### src/include/rpmc_pkg.sv
// constants and types shared by the reset and power mode control block
package rpmc_pkg;

  // register byte offsets on the avalon slave
  localparam logic [4:0] ADDR_CFG     = 5'h00;
  localparam logic [4:0] ADDR_CAUSE   = 5'h04;
  localparam logic [4:0] ADDR_BOOTVEC = 5'h08;
  localparam logic [4:0] ADDR_PWR     = 5'h0c;
  localparam logic [4:0] ADDR_STATUS  = 5'h10;

  // configuration register fields
  localparam int CFG_PIN_ENABLE_A = 0;
  localparam int CFG_PIN_ENABLE_B = 1;
  localparam int CFG_BOD_EN       = 2;
  localparam int CFG_BOD_IRQ      = 3;
  localparam int CFG_BOOT_STAT    = 4;
  localparam int CFG_CMP_PD       = 5;
  localparam int CFG_RC_SEL       = 6;
  localparam int CFG_RTC_EN       = 7;
  localparam logic [7:0] CFG_RESET     = 8'h05;
  localparam logic [7:0] BOOTVEC_RESET = 8'h00;

  // reset cause register fields
  localparam int CAUSE_EXT = 0;
  localparam int CAUSE_POR = 1;
  localparam int CAUSE_BOD = 2;
  localparam int CAUSE_WDT = 3;
  localparam int CAUSE_SW  = 4;
  localparam int CAUSE_BRK = 5;
  localparam logic [5:0] CAUSE_POR_VALUE = 6'h06;

  // power register fields
  localparam int PWR_SWRST = 4;

  // shared reset pin modes {enable_b, enable_a}
  localparam logic [1:0] PIN_GPIO    = 2'h0;
  localparam logic [1:0] PIN_RST_IN  = 2'h1;
  localparam logic [1:0] PIN_RST_OD  = 2'h2;
  localparam logic [1:0] PIN_RST_OUT = 2'h3;

  // timing
  localparam int CLK_PERIOD_NS = 20;
  localparam int T_PWRUP_NS    = 1000;
  localparam int T_RST_HOLD_NS = 100;
  localparam int PWRUP_CYC_I   =
    (T_PWRUP_NS + CLK_PERIOD_NS - 1) / CLK_PERIOD_NS;
  localparam int RST_HOLD_I    =
    (T_RST_HOLD_NS + CLK_PERIOD_NS - 1) / CLK_PERIOD_NS;
  localparam logic [5:0] PWRUP_LAST      = 6'(PWRUP_CYC_I - 1);
  localparam logic [2:0] RST_HOLD_CYCLES = 3'(RST_HOLD_I);
  localparam logic [3:0] BREAK_LOW_BITS  = 4'hb;

  typedef enum logic [1:0] {PM_NORMAL, PM_IDLE, PM_PD, PM_TPD} rpmc_pmode_t;

endpackage : rpmc_pkg

### src/rtl/rpmc_sync.sv
// two flip-flop synchroniser for asynchronous inputs
`timescale 1ns/1ns
module rpmc_sync #(
  parameter int W = 1
) (
  // clock and reset
  input  wire logic         clk,
  input  wire logic         resetn,
  input  wire logic         ce,
  // data
  input  wire logic [W-1:0] d,
  output      logic [W-1:0] q
);
  typedef struct packed {
    logic [W-1:0] s1;
    logic [W-1:0] s2;
  } rpmc_sync_t;

  rpmc_sync_t s;
  rpmc_sync_t next_s;

  always_comb
  begin
    next_s    = s;
    next_s.s1 = d;
    next_s.s2 = s.s1;
  end

  always_ff @(posedge clk or negedge resetn)
  begin
    if (!resetn)
      s <= '0;
    else if (ce)
      s <= next_s;
  end

  assign q = s.s2;
endmodule : rpmc_sync

### src/rtl/rpmc_brk.sv
// break detector: pulses once when enough received samples in a row are low
`timescale 1ns/1ns
module rpmc_brk (
  // clock and reset
  input  wire logic clk,
  input  wire logic resetn,
  input  wire logic ce,
  // receive samples
  input  wire logic sample,
  input  wire logic rx_bit,
  // break event
  output      logic brk
);
  typedef struct packed {
    logic [3:0] cnt;
    logic       brk;
  } rpmc_brk_t;

  rpmc_brk_t s;
  rpmc_brk_t next_s;

  always_comb
  begin
    next_s     = s;
    next_s.brk = 1'b0;
    if (sample)
    begin
      if (rx_bit)
        next_s.cnt = 4'h0;
      else if (s.cnt != rpmc_pkg::BREAK_LOW_BITS)
      begin
        next_s.cnt = s.cnt + 4'h1;
        next_s.brk = (s.cnt == rpmc_pkg::BREAK_LOW_BITS - 4'h1);
      end
    end
  end

  always_ff @(posedge clk or negedge resetn)
  begin
    if (!resetn)
      s <= '0;
    else if (ce)
      s <= next_s;
  end

  assign brk = s.brk;
endmodule : rpmc_brk

### src/rtl/rpmc_top.sv
// reset sources, cause flags, reset pin, boot vector and power modes
`timescale 1ns/1ns
// What this block does
// - pin mode from two config bits: gpio, input, open-drain, output
// - during power-up the pin is always a reset input
// - only power-up overrides the pin mode; other resets keep it
// - reset from pin, power-on, brownout, watchdog, software, uart break
// - one readable cause flag per reset source
// - writing zero clears a cause flag; several may be set
// - power-on reset sets power-on and brownout flags, clears others
// - other resets keep all uncleared cause flags
// - power-on flag set at power-up and held until software clears it
// - boot address is boot vector high byte with zero low byte
// - boot after break reset, boot status set, or forced isp at power-on
// - brownout resets by default, or raises an interrupt when configured
// - brownout disabled gives neither reset nor interrupt
// - brownout condition follows the supply detector while enabled
// - idle keeps peripherals running; interrupt or reset ends it
// - power-down stops the oscillator; exit on reset or wake interrupt
// - in power-down brownout, watchdog, comparators and rtc keep running
// - rc oscillator off in power-down unless system clock and rtc enabled
// - total power-down also stops brownout detect and comparators
// - break source fires after eleven consecutive low samples
// - rtc and its registers are reset only by power-on
module rpmc_top (
  // clock, power-on reset and clock enable
  input  wire logic        CLK,
  input  wire logic        RESETN,
  input  wire logic        CE,
  // avalon-mm slave
  input  wire logic [4:0]  AVS_ADDRESS,
  input  wire logic        AVS_READ,
  input  wire logic        AVS_WRITE,
  input  wire logic [31:0] AVS_WRITEDATA,
  output      logic [31:0] AVS_READDATA,
  output      logic        AVS_WAITREQUEST,
  // shared reset pin
  input  wire logic        PIN_I,
  output      logic        PIN_O,
  output      logic        PIN_OE,
  output      logic        PIN_PULLUP,
  // reset and wake sources
  input  wire logic        BOD_LOW,
  input  wire logic        ISP_FORCE,
  input  wire logic        WDT_RESET,
  input  wire logic        UART_RX_SAMPLE,
  input  wire logic        UART_RX_BIT,
  input  wire logic        WAKE_IRQ,
  input  wire logic        PD_WAKE_IRQ,
  // reset and boot results
  output      logic        CORE_RESET_N,
  output      logic [15:0] FETCH_ADDR,
  output      logic        BROWNOUT_IRQ,
  output      logic        RTC_RESET_N,
  // power domain controls
  output      logic        CPU_RUN,
  output      logic        PERIPH_RUN,
  output      logic        OSC_RUN,
  output      logic        RC_OSC_RUN,
  output      logic        BOD_RUN,
  output      logic        CMP_RUN,
  output      logic        RTC_RUN
);
  typedef struct packed {
    logic                      waitreq;
    logic [31:0]               rdata;
    logic [7:0]                cfg;
    logic [7:0]                boot_vec;
    logic [5:0]                flags;
    rpmc_pkg::rpmc_pmode_t     pmode;
    logic [5:0]                pwrup_cnt;
    logic                      pwrup_done;
    logic                      isp_seen;
    logic [2:0]                hold_cnt;
    logic                      core_rst;
    logic                      core_rst_n;
    logic                      break_cause;
    logic [15:0]               fetch_addr;
    logic                      pin_o;
    logic                      pin_oe;
    logic                      pin_pu;
    logic [1:0]                od_mask;
    logic                      bod_irq;
    logic                      cpu_run;
    logic                      periph_run;
    logic                      osc_run;
    logic                      rc_run;
    logic                      bod_run;
    logic                      cmp_run;
    logic                      rtc_run;
    logic                      rtc_rst_n;
  } rpmc_state_t;

  rpmc_state_t s;
  rpmc_state_t next_s;

  logic [2:0] sync_q;
  logic       pin_s;
  logic       bod_s;
  logic       isp_s;
  logic       brk;
  logic [1:0] pin_mode;
  logic       pin_rst;
  logic       bod_cond;
  logic       bod_rst;
  logic       take;
  logic       wr_take;
  logic       sw_rst;
  logic [5:0] set_ev;
  logic       boot_sel;
  logic       running;
  // pin, brownout detector and isp strap are asynchronous
  rpmc_sync #(
    .W (3)
  ) u_sync (
    .clk    (CLK),
    .resetn (RESETN),
    .ce     (CE),
    .d      ({ISP_FORCE, BOD_LOW, PIN_I}),
    .q      (sync_q)
  );

  rpmc_brk u_brk (
    .clk    (CLK),
    .resetn (RESETN),
    .ce     (CE),
    .sample (UART_RX_SAMPLE),
    .rx_bit (UART_RX_BIT),
    .brk    (brk)
  );
  assign pin_s = sync_q[0];
  assign bod_s = sync_q[1];
  assign isp_s = sync_q[2];
  always_comb
  begin
    next_s = s;
    // pin acts as reset input until power-up completes
    pin_mode = s.pwrup_done
      ? {s.cfg[rpmc_pkg::CFG_PIN_ENABLE_B], s.cfg[rpmc_pkg::CFG_PIN_ENABLE_A]}
      : rpmc_pkg::PIN_RST_IN;
    pin_rst = !pin_s && (pin_mode == rpmc_pkg::PIN_RST_IN ||
      (pin_mode == rpmc_pkg::PIN_RST_OD && s.od_mask == 2'h0));
    bod_cond = s.cfg[rpmc_pkg::CFG_BOD_EN] && bod_s &&
      s.pmode != rpmc_pkg::PM_TPD;
    bod_rst = bod_cond && !s.cfg[rpmc_pkg::CFG_BOD_IRQ];
    // avalon slave: one wait cycle, then answer
    take    = (AVS_READ || AVS_WRITE) && !s.waitreq;
    wr_take = AVS_WRITE && take && s.pwrup_done;
    sw_rst  = wr_take && AVS_ADDRESS == rpmc_pkg::ADDR_PWR &&
      AVS_WRITEDATA[rpmc_pkg::PWR_SWRST];
    next_s.waitreq = !((AVS_READ || AVS_WRITE) && s.waitreq);
    if (AVS_READ && s.waitreq)
    begin
      unique case (AVS_ADDRESS)
        rpmc_pkg::ADDR_CFG:     next_s.rdata = {24'h000000, s.cfg};
        rpmc_pkg::ADDR_CAUSE:   next_s.rdata = {26'h0000000, s.flags};
        rpmc_pkg::ADDR_BOOTVEC: next_s.rdata = {24'h000000, s.boot_vec};
        rpmc_pkg::ADDR_PWR:     next_s.rdata = {30'h00000000, s.pmode};
        rpmc_pkg::ADDR_STATUS:
          next_s.rdata = {14'h0000, pin_s, bod_cond, s.fetch_addr};
        default:                next_s.rdata = 32'h00000000;
      endcase
    end
    if (wr_take)
    begin
      unique case (AVS_ADDRESS)
        rpmc_pkg::ADDR_CFG:     next_s.cfg = AVS_WRITEDATA[7:0];
        rpmc_pkg::ADDR_BOOTVEC: next_s.boot_vec = AVS_WRITEDATA[7:0];
        rpmc_pkg::ADDR_CAUSE:
          next_s.flags = s.flags & AVS_WRITEDATA[5:0];
        rpmc_pkg::ADDR_PWR:
          next_s.pmode = rpmc_pkg::rpmc_pmode_t'(AVS_WRITEDATA[1:0]);
        default:                next_s.cfg = s.cfg;
      endcase
    end

    // reset sources; a set in the clearing cycle wins
    set_ev = '0;
    set_ev[rpmc_pkg::CAUSE_EXT] = pin_rst && s.pwrup_done;
    set_ev[rpmc_pkg::CAUSE_BOD] = bod_rst;
    set_ev[rpmc_pkg::CAUSE_WDT] = WDT_RESET;
    set_ev[rpmc_pkg::CAUSE_SW]  = sw_rst;
    set_ev[rpmc_pkg::CAUSE_BRK] = brk;
    next_s.flags = next_s.flags | set_ev;
    if (brk)
      next_s.break_cause = 1'b1;

    // power-up count restarts from zero while the pin is held low
    if (!s.pwrup_done)
    begin
      if (!pin_s)
        next_s.pwrup_cnt = 6'h00;
      else if (s.pwrup_cnt == rpmc_pkg::PWRUP_LAST)
      begin
        next_s.pwrup_done = 1'b1;
        next_s.isp_seen   = isp_s;
      end
      else
        next_s.pwrup_cnt = s.pwrup_cnt + 6'h01;
    end

    // stretch and hold internal reset while any source is active
    if (|set_ev)
      next_s.hold_cnt = rpmc_pkg::RST_HOLD_CYCLES;
    else if (s.hold_cnt != 3'h0)
      next_s.hold_cnt = s.hold_cnt - 3'h1;
    next_s.core_rst = !next_s.pwrup_done || next_s.hold_cnt != 3'h0;
    next_s.core_rst_n = !next_s.core_rst;

    // reset vector chosen at release
    boot_sel = s.break_cause || s.cfg[rpmc_pkg::CFG_BOOT_STAT] ||
      next_s.isp_seen;
    if (s.core_rst && !next_s.core_rst)
    begin
      next_s.fetch_addr  = boot_sel ? {s.boot_vec, 8'h00} : '0;
      next_s.break_cause = 1'b0;
      next_s.isp_seen    = 1'b0;
    end

    // power modes
    unique case (s.pmode)
      rpmc_pkg::PM_IDLE:
        if (WAKE_IRQ)
          next_s.pmode = rpmc_pkg::PM_NORMAL;
      rpmc_pkg::PM_PD, rpmc_pkg::PM_TPD:
        if (PD_WAKE_IRQ)
          next_s.pmode = rpmc_pkg::PM_NORMAL;
      default:
        next_s.pmode = next_s.pmode;
    endcase
    if (next_s.core_rst)
      next_s.pmode = rpmc_pkg::PM_NORMAL;

    // registered outputs
    next_s.pin_oe = (pin_mode == rpmc_pkg::PIN_RST_OUT) ||
      (pin_mode == rpmc_pkg::PIN_RST_OD && next_s.core_rst);
    next_s.pin_o  = (pin_mode == rpmc_pkg::PIN_RST_OUT) && !next_s.core_rst;
    next_s.pin_pu = (pin_mode == rpmc_pkg::PIN_RST_IN) ||
      (pin_mode == rpmc_pkg::PIN_RST_OD);
    next_s.od_mask = next_s.pin_oe ? 2'h3 : s.od_mask - {1'b0, |s.od_mask};
    next_s.bod_irq = bod_cond && s.cfg[rpmc_pkg::CFG_BOD_IRQ];
    running = next_s.pmode == rpmc_pkg::PM_NORMAL ||
      next_s.pmode == rpmc_pkg::PM_IDLE;
    next_s.cpu_run    = next_s.pmode == rpmc_pkg::PM_NORMAL &&
      !next_s.core_rst;
    next_s.periph_run = running;
    next_s.osc_run    = running;
    next_s.rc_run     = s.cfg[rpmc_pkg::CFG_RC_SEL] &&
      (running || s.cfg[rpmc_pkg::CFG_RTC_EN]);
    next_s.bod_run    = s.cfg[rpmc_pkg::CFG_BOD_EN] &&
      next_s.pmode != rpmc_pkg::PM_TPD;
    next_s.cmp_run    = !s.cfg[rpmc_pkg::CFG_CMP_PD] &&
      next_s.pmode != rpmc_pkg::PM_TPD;
    next_s.rtc_run    = s.cfg[rpmc_pkg::CFG_RTC_EN];
    next_s.rtc_rst_n  = next_s.pwrup_done;
  end
  always_ff @(posedge CLK or negedge RESETN)
  begin
    if (!RESETN)
    begin
      s          <= '0;
      s.cfg      <= rpmc_pkg::CFG_RESET;
      s.boot_vec <= rpmc_pkg::BOOTVEC_RESET;
      s.flags    <= rpmc_pkg::CAUSE_POR_VALUE;
      s.core_rst <= 1'b1;
      s.waitreq  <= 1'b1;
      s.pin_pu   <= 1'b1;
    end
    else if (CE)
      s <= next_s;
  end

  assign AVS_READDATA    = s.rdata;
  assign AVS_WAITREQUEST = s.waitreq;
  assign PIN_O           = s.pin_o;
  assign PIN_OE          = s.pin_oe;
  assign PIN_PULLUP      = s.pin_pu;
  assign CORE_RESET_N    = s.core_rst_n;
  assign FETCH_ADDR      = s.fetch_addr;
  assign BROWNOUT_IRQ    = s.bod_irq;
  assign RTC_RESET_N     = s.rtc_rst_n;
  assign CPU_RUN         = s.cpu_run;
  assign PERIPH_RUN      = s.periph_run;
  assign OSC_RUN         = s.osc_run;
  assign RC_OSC_RUN      = s.rc_run;
  assign BOD_RUN         = s.bod_run;
  assign CMP_RUN         = s.cmp_run;
  assign RTC_RUN         = s.rtc_run;
endmodule : rpmc_top

### config.mk
export PLATFORM = sky130hd
export DESIGN_NAME = rpmc_top
export DESIGN_NICKNAME = d
export VERILOG_FILES = /design/src/include/rpmc_pkg.sv /design/src/rtl/rpmc_sync.sv /design/src/rtl/rpmc_brk.sv /design/src/rtl/rpmc_top.sv
export SDC_FILE = /design/constraint.sdc
export NUM_CORES = 1
export LEC_CHECK = 0
export BUFFER_PORTS_ARGS = -buffer_cell sky130_fd_sc_hd__buf_2
export CAP_MARGIN = 20
export CORE_MARGIN = 3
export CORE_UTILIZATION = 44
export CTS_BUF_LIST = sky130_fd_sc_hd__clkbuf_8
export DETAILED_ROUTE_END_ITERATION = 12
export GPL_ROUTABILITY_DRIVEN = 1
export PLACE_DENSITY = 0.7
export SLEW_MARGIN = 40
export SYNTH_ARGS = -nofsm -noshare
export SYNTH_HDL_FRONTEND = slang
export SYNTH_HIERARCHICAL = 1
export SYNTH_SLANG_ARGS = --single-unit
### constraint.sdc
create_clock -name CLK -period 2.5 [get_ports CLK]
set_clock_uncertainty 0.2 [all_clocks]
set_input_delay 0.125 -clock CLK [delete_from_list [all_inputs] [get_ports CLK]]
set_output_delay 0.125 -clock CLK [all_outputs]
set_load 0.03 [all_outputs]
==> impl_metrics.tcl <==
set metrics [dict create \
    place_congestion 0.824 \
    die-area_mm2 0.0116 \
    wl_met1_mm 4.68 \
    cpPeakStageDelay_ns 0.45 \
    ys_warn_count 6 \
    path_cells "inv_2 > ha_2 > ha_1 > or3b_2 > a21oi_2 > o21ai_2 > nor3_4 > buf_4 > mux2i_1" \
    peakVddDrop_uv 438 \
    reg2regPathDepth 9 \
    routed_wl_mm 10.0 \
    cts_max_level 3 \
    hold_violations 0 \
    synth_cell_types 52 \
    power_density_mw_per_mm2 570 \
    ys_ff_latch 88 \
    area_growth_pct 18.0 \
    fin_cells 641 \
    clockBufferDepth 2 \
    cp_slowest_cell "or3b_2" \
    final_util_pct 54.3 \
    overflow 0 \
    root_buffer "clkbuf_8" \
    yosysTopAreaCell "dfrtp_1" \
    post_drt_wl_per_cell_um 15.6 \
    synth_top_area_share_pct 44.5 \
    grt_max_degree 40 \
    cts_tree "yes" \
    synthCells 421 \
    ys.flop_type "dfrtp_1" \
    vias 3265 \
    drc 0 \
    nFillCells 886 \
    design_area_mm2 0.00538 \
    pin_count 112 \
    grt_pass1_wl_mm 16.2 \
    worst-setup-path-type "flop to flop" \
    diodes 0 \
    die_h_um 108 \
    port_buffers 65 \
    r2r-end "FETCH_ADDR[9]" \
    whs_endpoint "AVS_READDATA[7]" \
    power_mw 3.06 \
    syn_area_per_cell_um2 10.8 \
    synth-seq-area-share_pct 48.5 \
    core.rowCount 36 \
    path_clk_slew_ns 0.11 \
    final_nets 563 \
    drtIter0Drc 152 \
    min_path_type "primary input to flop" \
    layout_setup_ws_ns 0.105 \
    core-area_mm2 0.00991 \
    cts_made_buffers 9 \
    syn_area_mm2 0.00455 \
    reg2reg_slack_ns 0.10 \
    synth-edff-count 0 \
    wl_met2_mm 4.71 \
    grtUsageTotal_pct 17.8 \
    clk_latency_ns 0.36 \
    status "finished clean" \
    dr.max_layer_used "met4" \
    cp-start-kind "flop" \
    maxSlewHeadroom_pct 62.0 \
    grt_pass1_vias 3267 \
    grt_antenna_before_repair 0 \
    antenna_left 0 \
    timing.rr.start "s[33]" \
    dp_hpwl_mm 7.18 \
    drive_gt1_share_pct 31.7 \
    required_ns 2.60 \
    crit_fanout 5 \
    ys_top_cells_by_area "dfrtp_1 45%, buf_4 8.2%, mux2i_1 4.4%, mux2_2 4.2%, a22o_1 4.0%" \
    setup_viol 0 \
    postPlaceCellArea_mm2 0.00485 \
    fmax_ghz 0.417 \
    critPathArrivalTime_ns 2.50 \
    p_leak_nw 2.59 \
    slew_viol_final 0 \
    drv_cap 0 \
    tightest_slew_ns 0.567 \
    holdPathStages 3 \
    crit_start "s[33]" \
    start_util_pct 46.0 \
    vias_per_cell 5.09 \
    async_flop_share_pct 100 \
    post-place-ws_ns 0.0531 \
    end_kind "flop" \
    fp.dieW_um 108 \
    clock-sinks 88 \
    fin_crit_ns 2.40 \
    min_from "AVS_ADDRESS[3]" \
    first_pass_iters 4 \
    fin_crit_sh_pct 95.8 \
    placedCellCount 596 \
    wl_met3_um 522 \
]
-- power by group --
group	switching [mW]	leakage (nW)	internal, mW	total [mW]
sequential	0.0775	1.11	1.51	1.58
combinational	0.299	1.38	0.212	0.510
clock	0.577	0.0981	0.393	0.970
total	0.953	2.59	2.11	3.06
-- registers in the layout, summed over array words and instances (netlist names), 3 cells and up --
signal         count
s                 37
AVS_READDATA      18
FETCH_ADDR         8
u_brk/s            4
u_sync/next_s      3
u_sync/q           3
-- layout make-up --
| cell class | instances | area [um2] | share of cell area (%) |
|---|---|---|---|
| Tap cell | 133 | 166 | 3.10 |
| Clock buffer | 9 | 124 | 2.30 |
| Multi-Input combinational cell | 268 | 1950 | 36.2 |
| Inverter | 23 | 86.3 | 1.61 |
| Sequential cell | 88 | 2210 | 41.1 |
| Clock inverter | 7 | 75.1 | 1.40 |
| Timing Repair Buffer | 113 | 764 | 14.2 |
-- metal layers --
layer | track usage, % | up-vias
li1 | - | 1576
met4 | 4.60 | 0
met5 | 0 | -
met2 | 27.4 | 89
met1 | 25.6 | 1588
met3 | 3.72 | 12
-- metrics by stage --
step / TNS (ns) / hold slack, ns
final: 0 / 0.0482
after global routing: -0.00670 / 0.0597
after CTS: 0 / 0.0235
after detailed placement: 0 / -0.0564
after global placement: 0 / -0.0564
after floorplan: 0 / -0.371
-- synthesized netlist by cell type, types with 4 or more instances --
cell	n
a21o_1	5
a21oi_1	5
a22o_1	21
buf_4	50
clkbuf_1	9
dfrtp_1	81
dfstp_2	7
ha_1	10
inv_1	23
mux2_2	17
mux2_4	6
mux2i_1	20
nand2_1	36
nand3_1	12
nand3b_1	6
nand4_1	4
nor2_1	16
nor3_1	12
o21ai_0	24
-- cell usage in the layout (no fill, tap or decap), types with 10 or more instances in the layout --
| master | instances |
|---|---|
| mux2_2 | 17 |
| dlygate4sd3_1 | 24 |
| nand3_1 | 11 |
| nor2_1 | 15 |
| a22o_1 | 21 |
| mux2i_1 | 20 |
| buf_2 | 64 |
| conb_1 | 22 |
| inv_1 | 22 |
| o21ai_0 | 22 |
| buf_4 | 23 |
| dfrtp_1 | 80 |
| nand2_1 | 36 |
| nor3_1 | 10 |
-- worst max-delay path, delay by kind of cell (launching register included) --
family | cells | cell delay (ns)
simple gates | 2 | 0.64
compound gates | 2 | 0.25
fa+ha+maj | 2 | 0.35
flops | 1 | 0.41
buf+inv | 2 | 0.29
mux | 1 | 0.20
-- cell families after synthesis --
kind of cell,after synthesis,share of synthesized area (%)
buf+inv,86,11.5
compound gates,74,11.4
mux,46,11.8
flops,88,48.5
simple gates,116,14.0
other cells,1,0.0823
fa+ha+maj,10,2.75
-- how the worst max path moves through the flow --
| stage | slack (ns) | depth (start not counted) | to |
|---|---|---|---|
| after CTS | 0.01 | 9 | FETCH_ADDR[9] |
| after floorplan | 0.14 | 9 | FETCH_ADDR[10] |
| after global placement | 0.12 | 9 | FETCH_ADDR[9] |
| after detailed placement | 0.05 | 9 | FETCH_ADDR[14] |
| final | 0.10 | 9 | FETCH_ADDR[9] |
| after global routing | -0.007 | 9 | PIN_OE |
-- repair_timing --
action	CTS	global route
endpoints found under the setup margin	0	21
hold buffers	24	0
resized for setup	0	19
endpoints found under the hold margin	121	0
buffers inserted	0	4
Note: power is estimated with default switching activity, not from simulation.
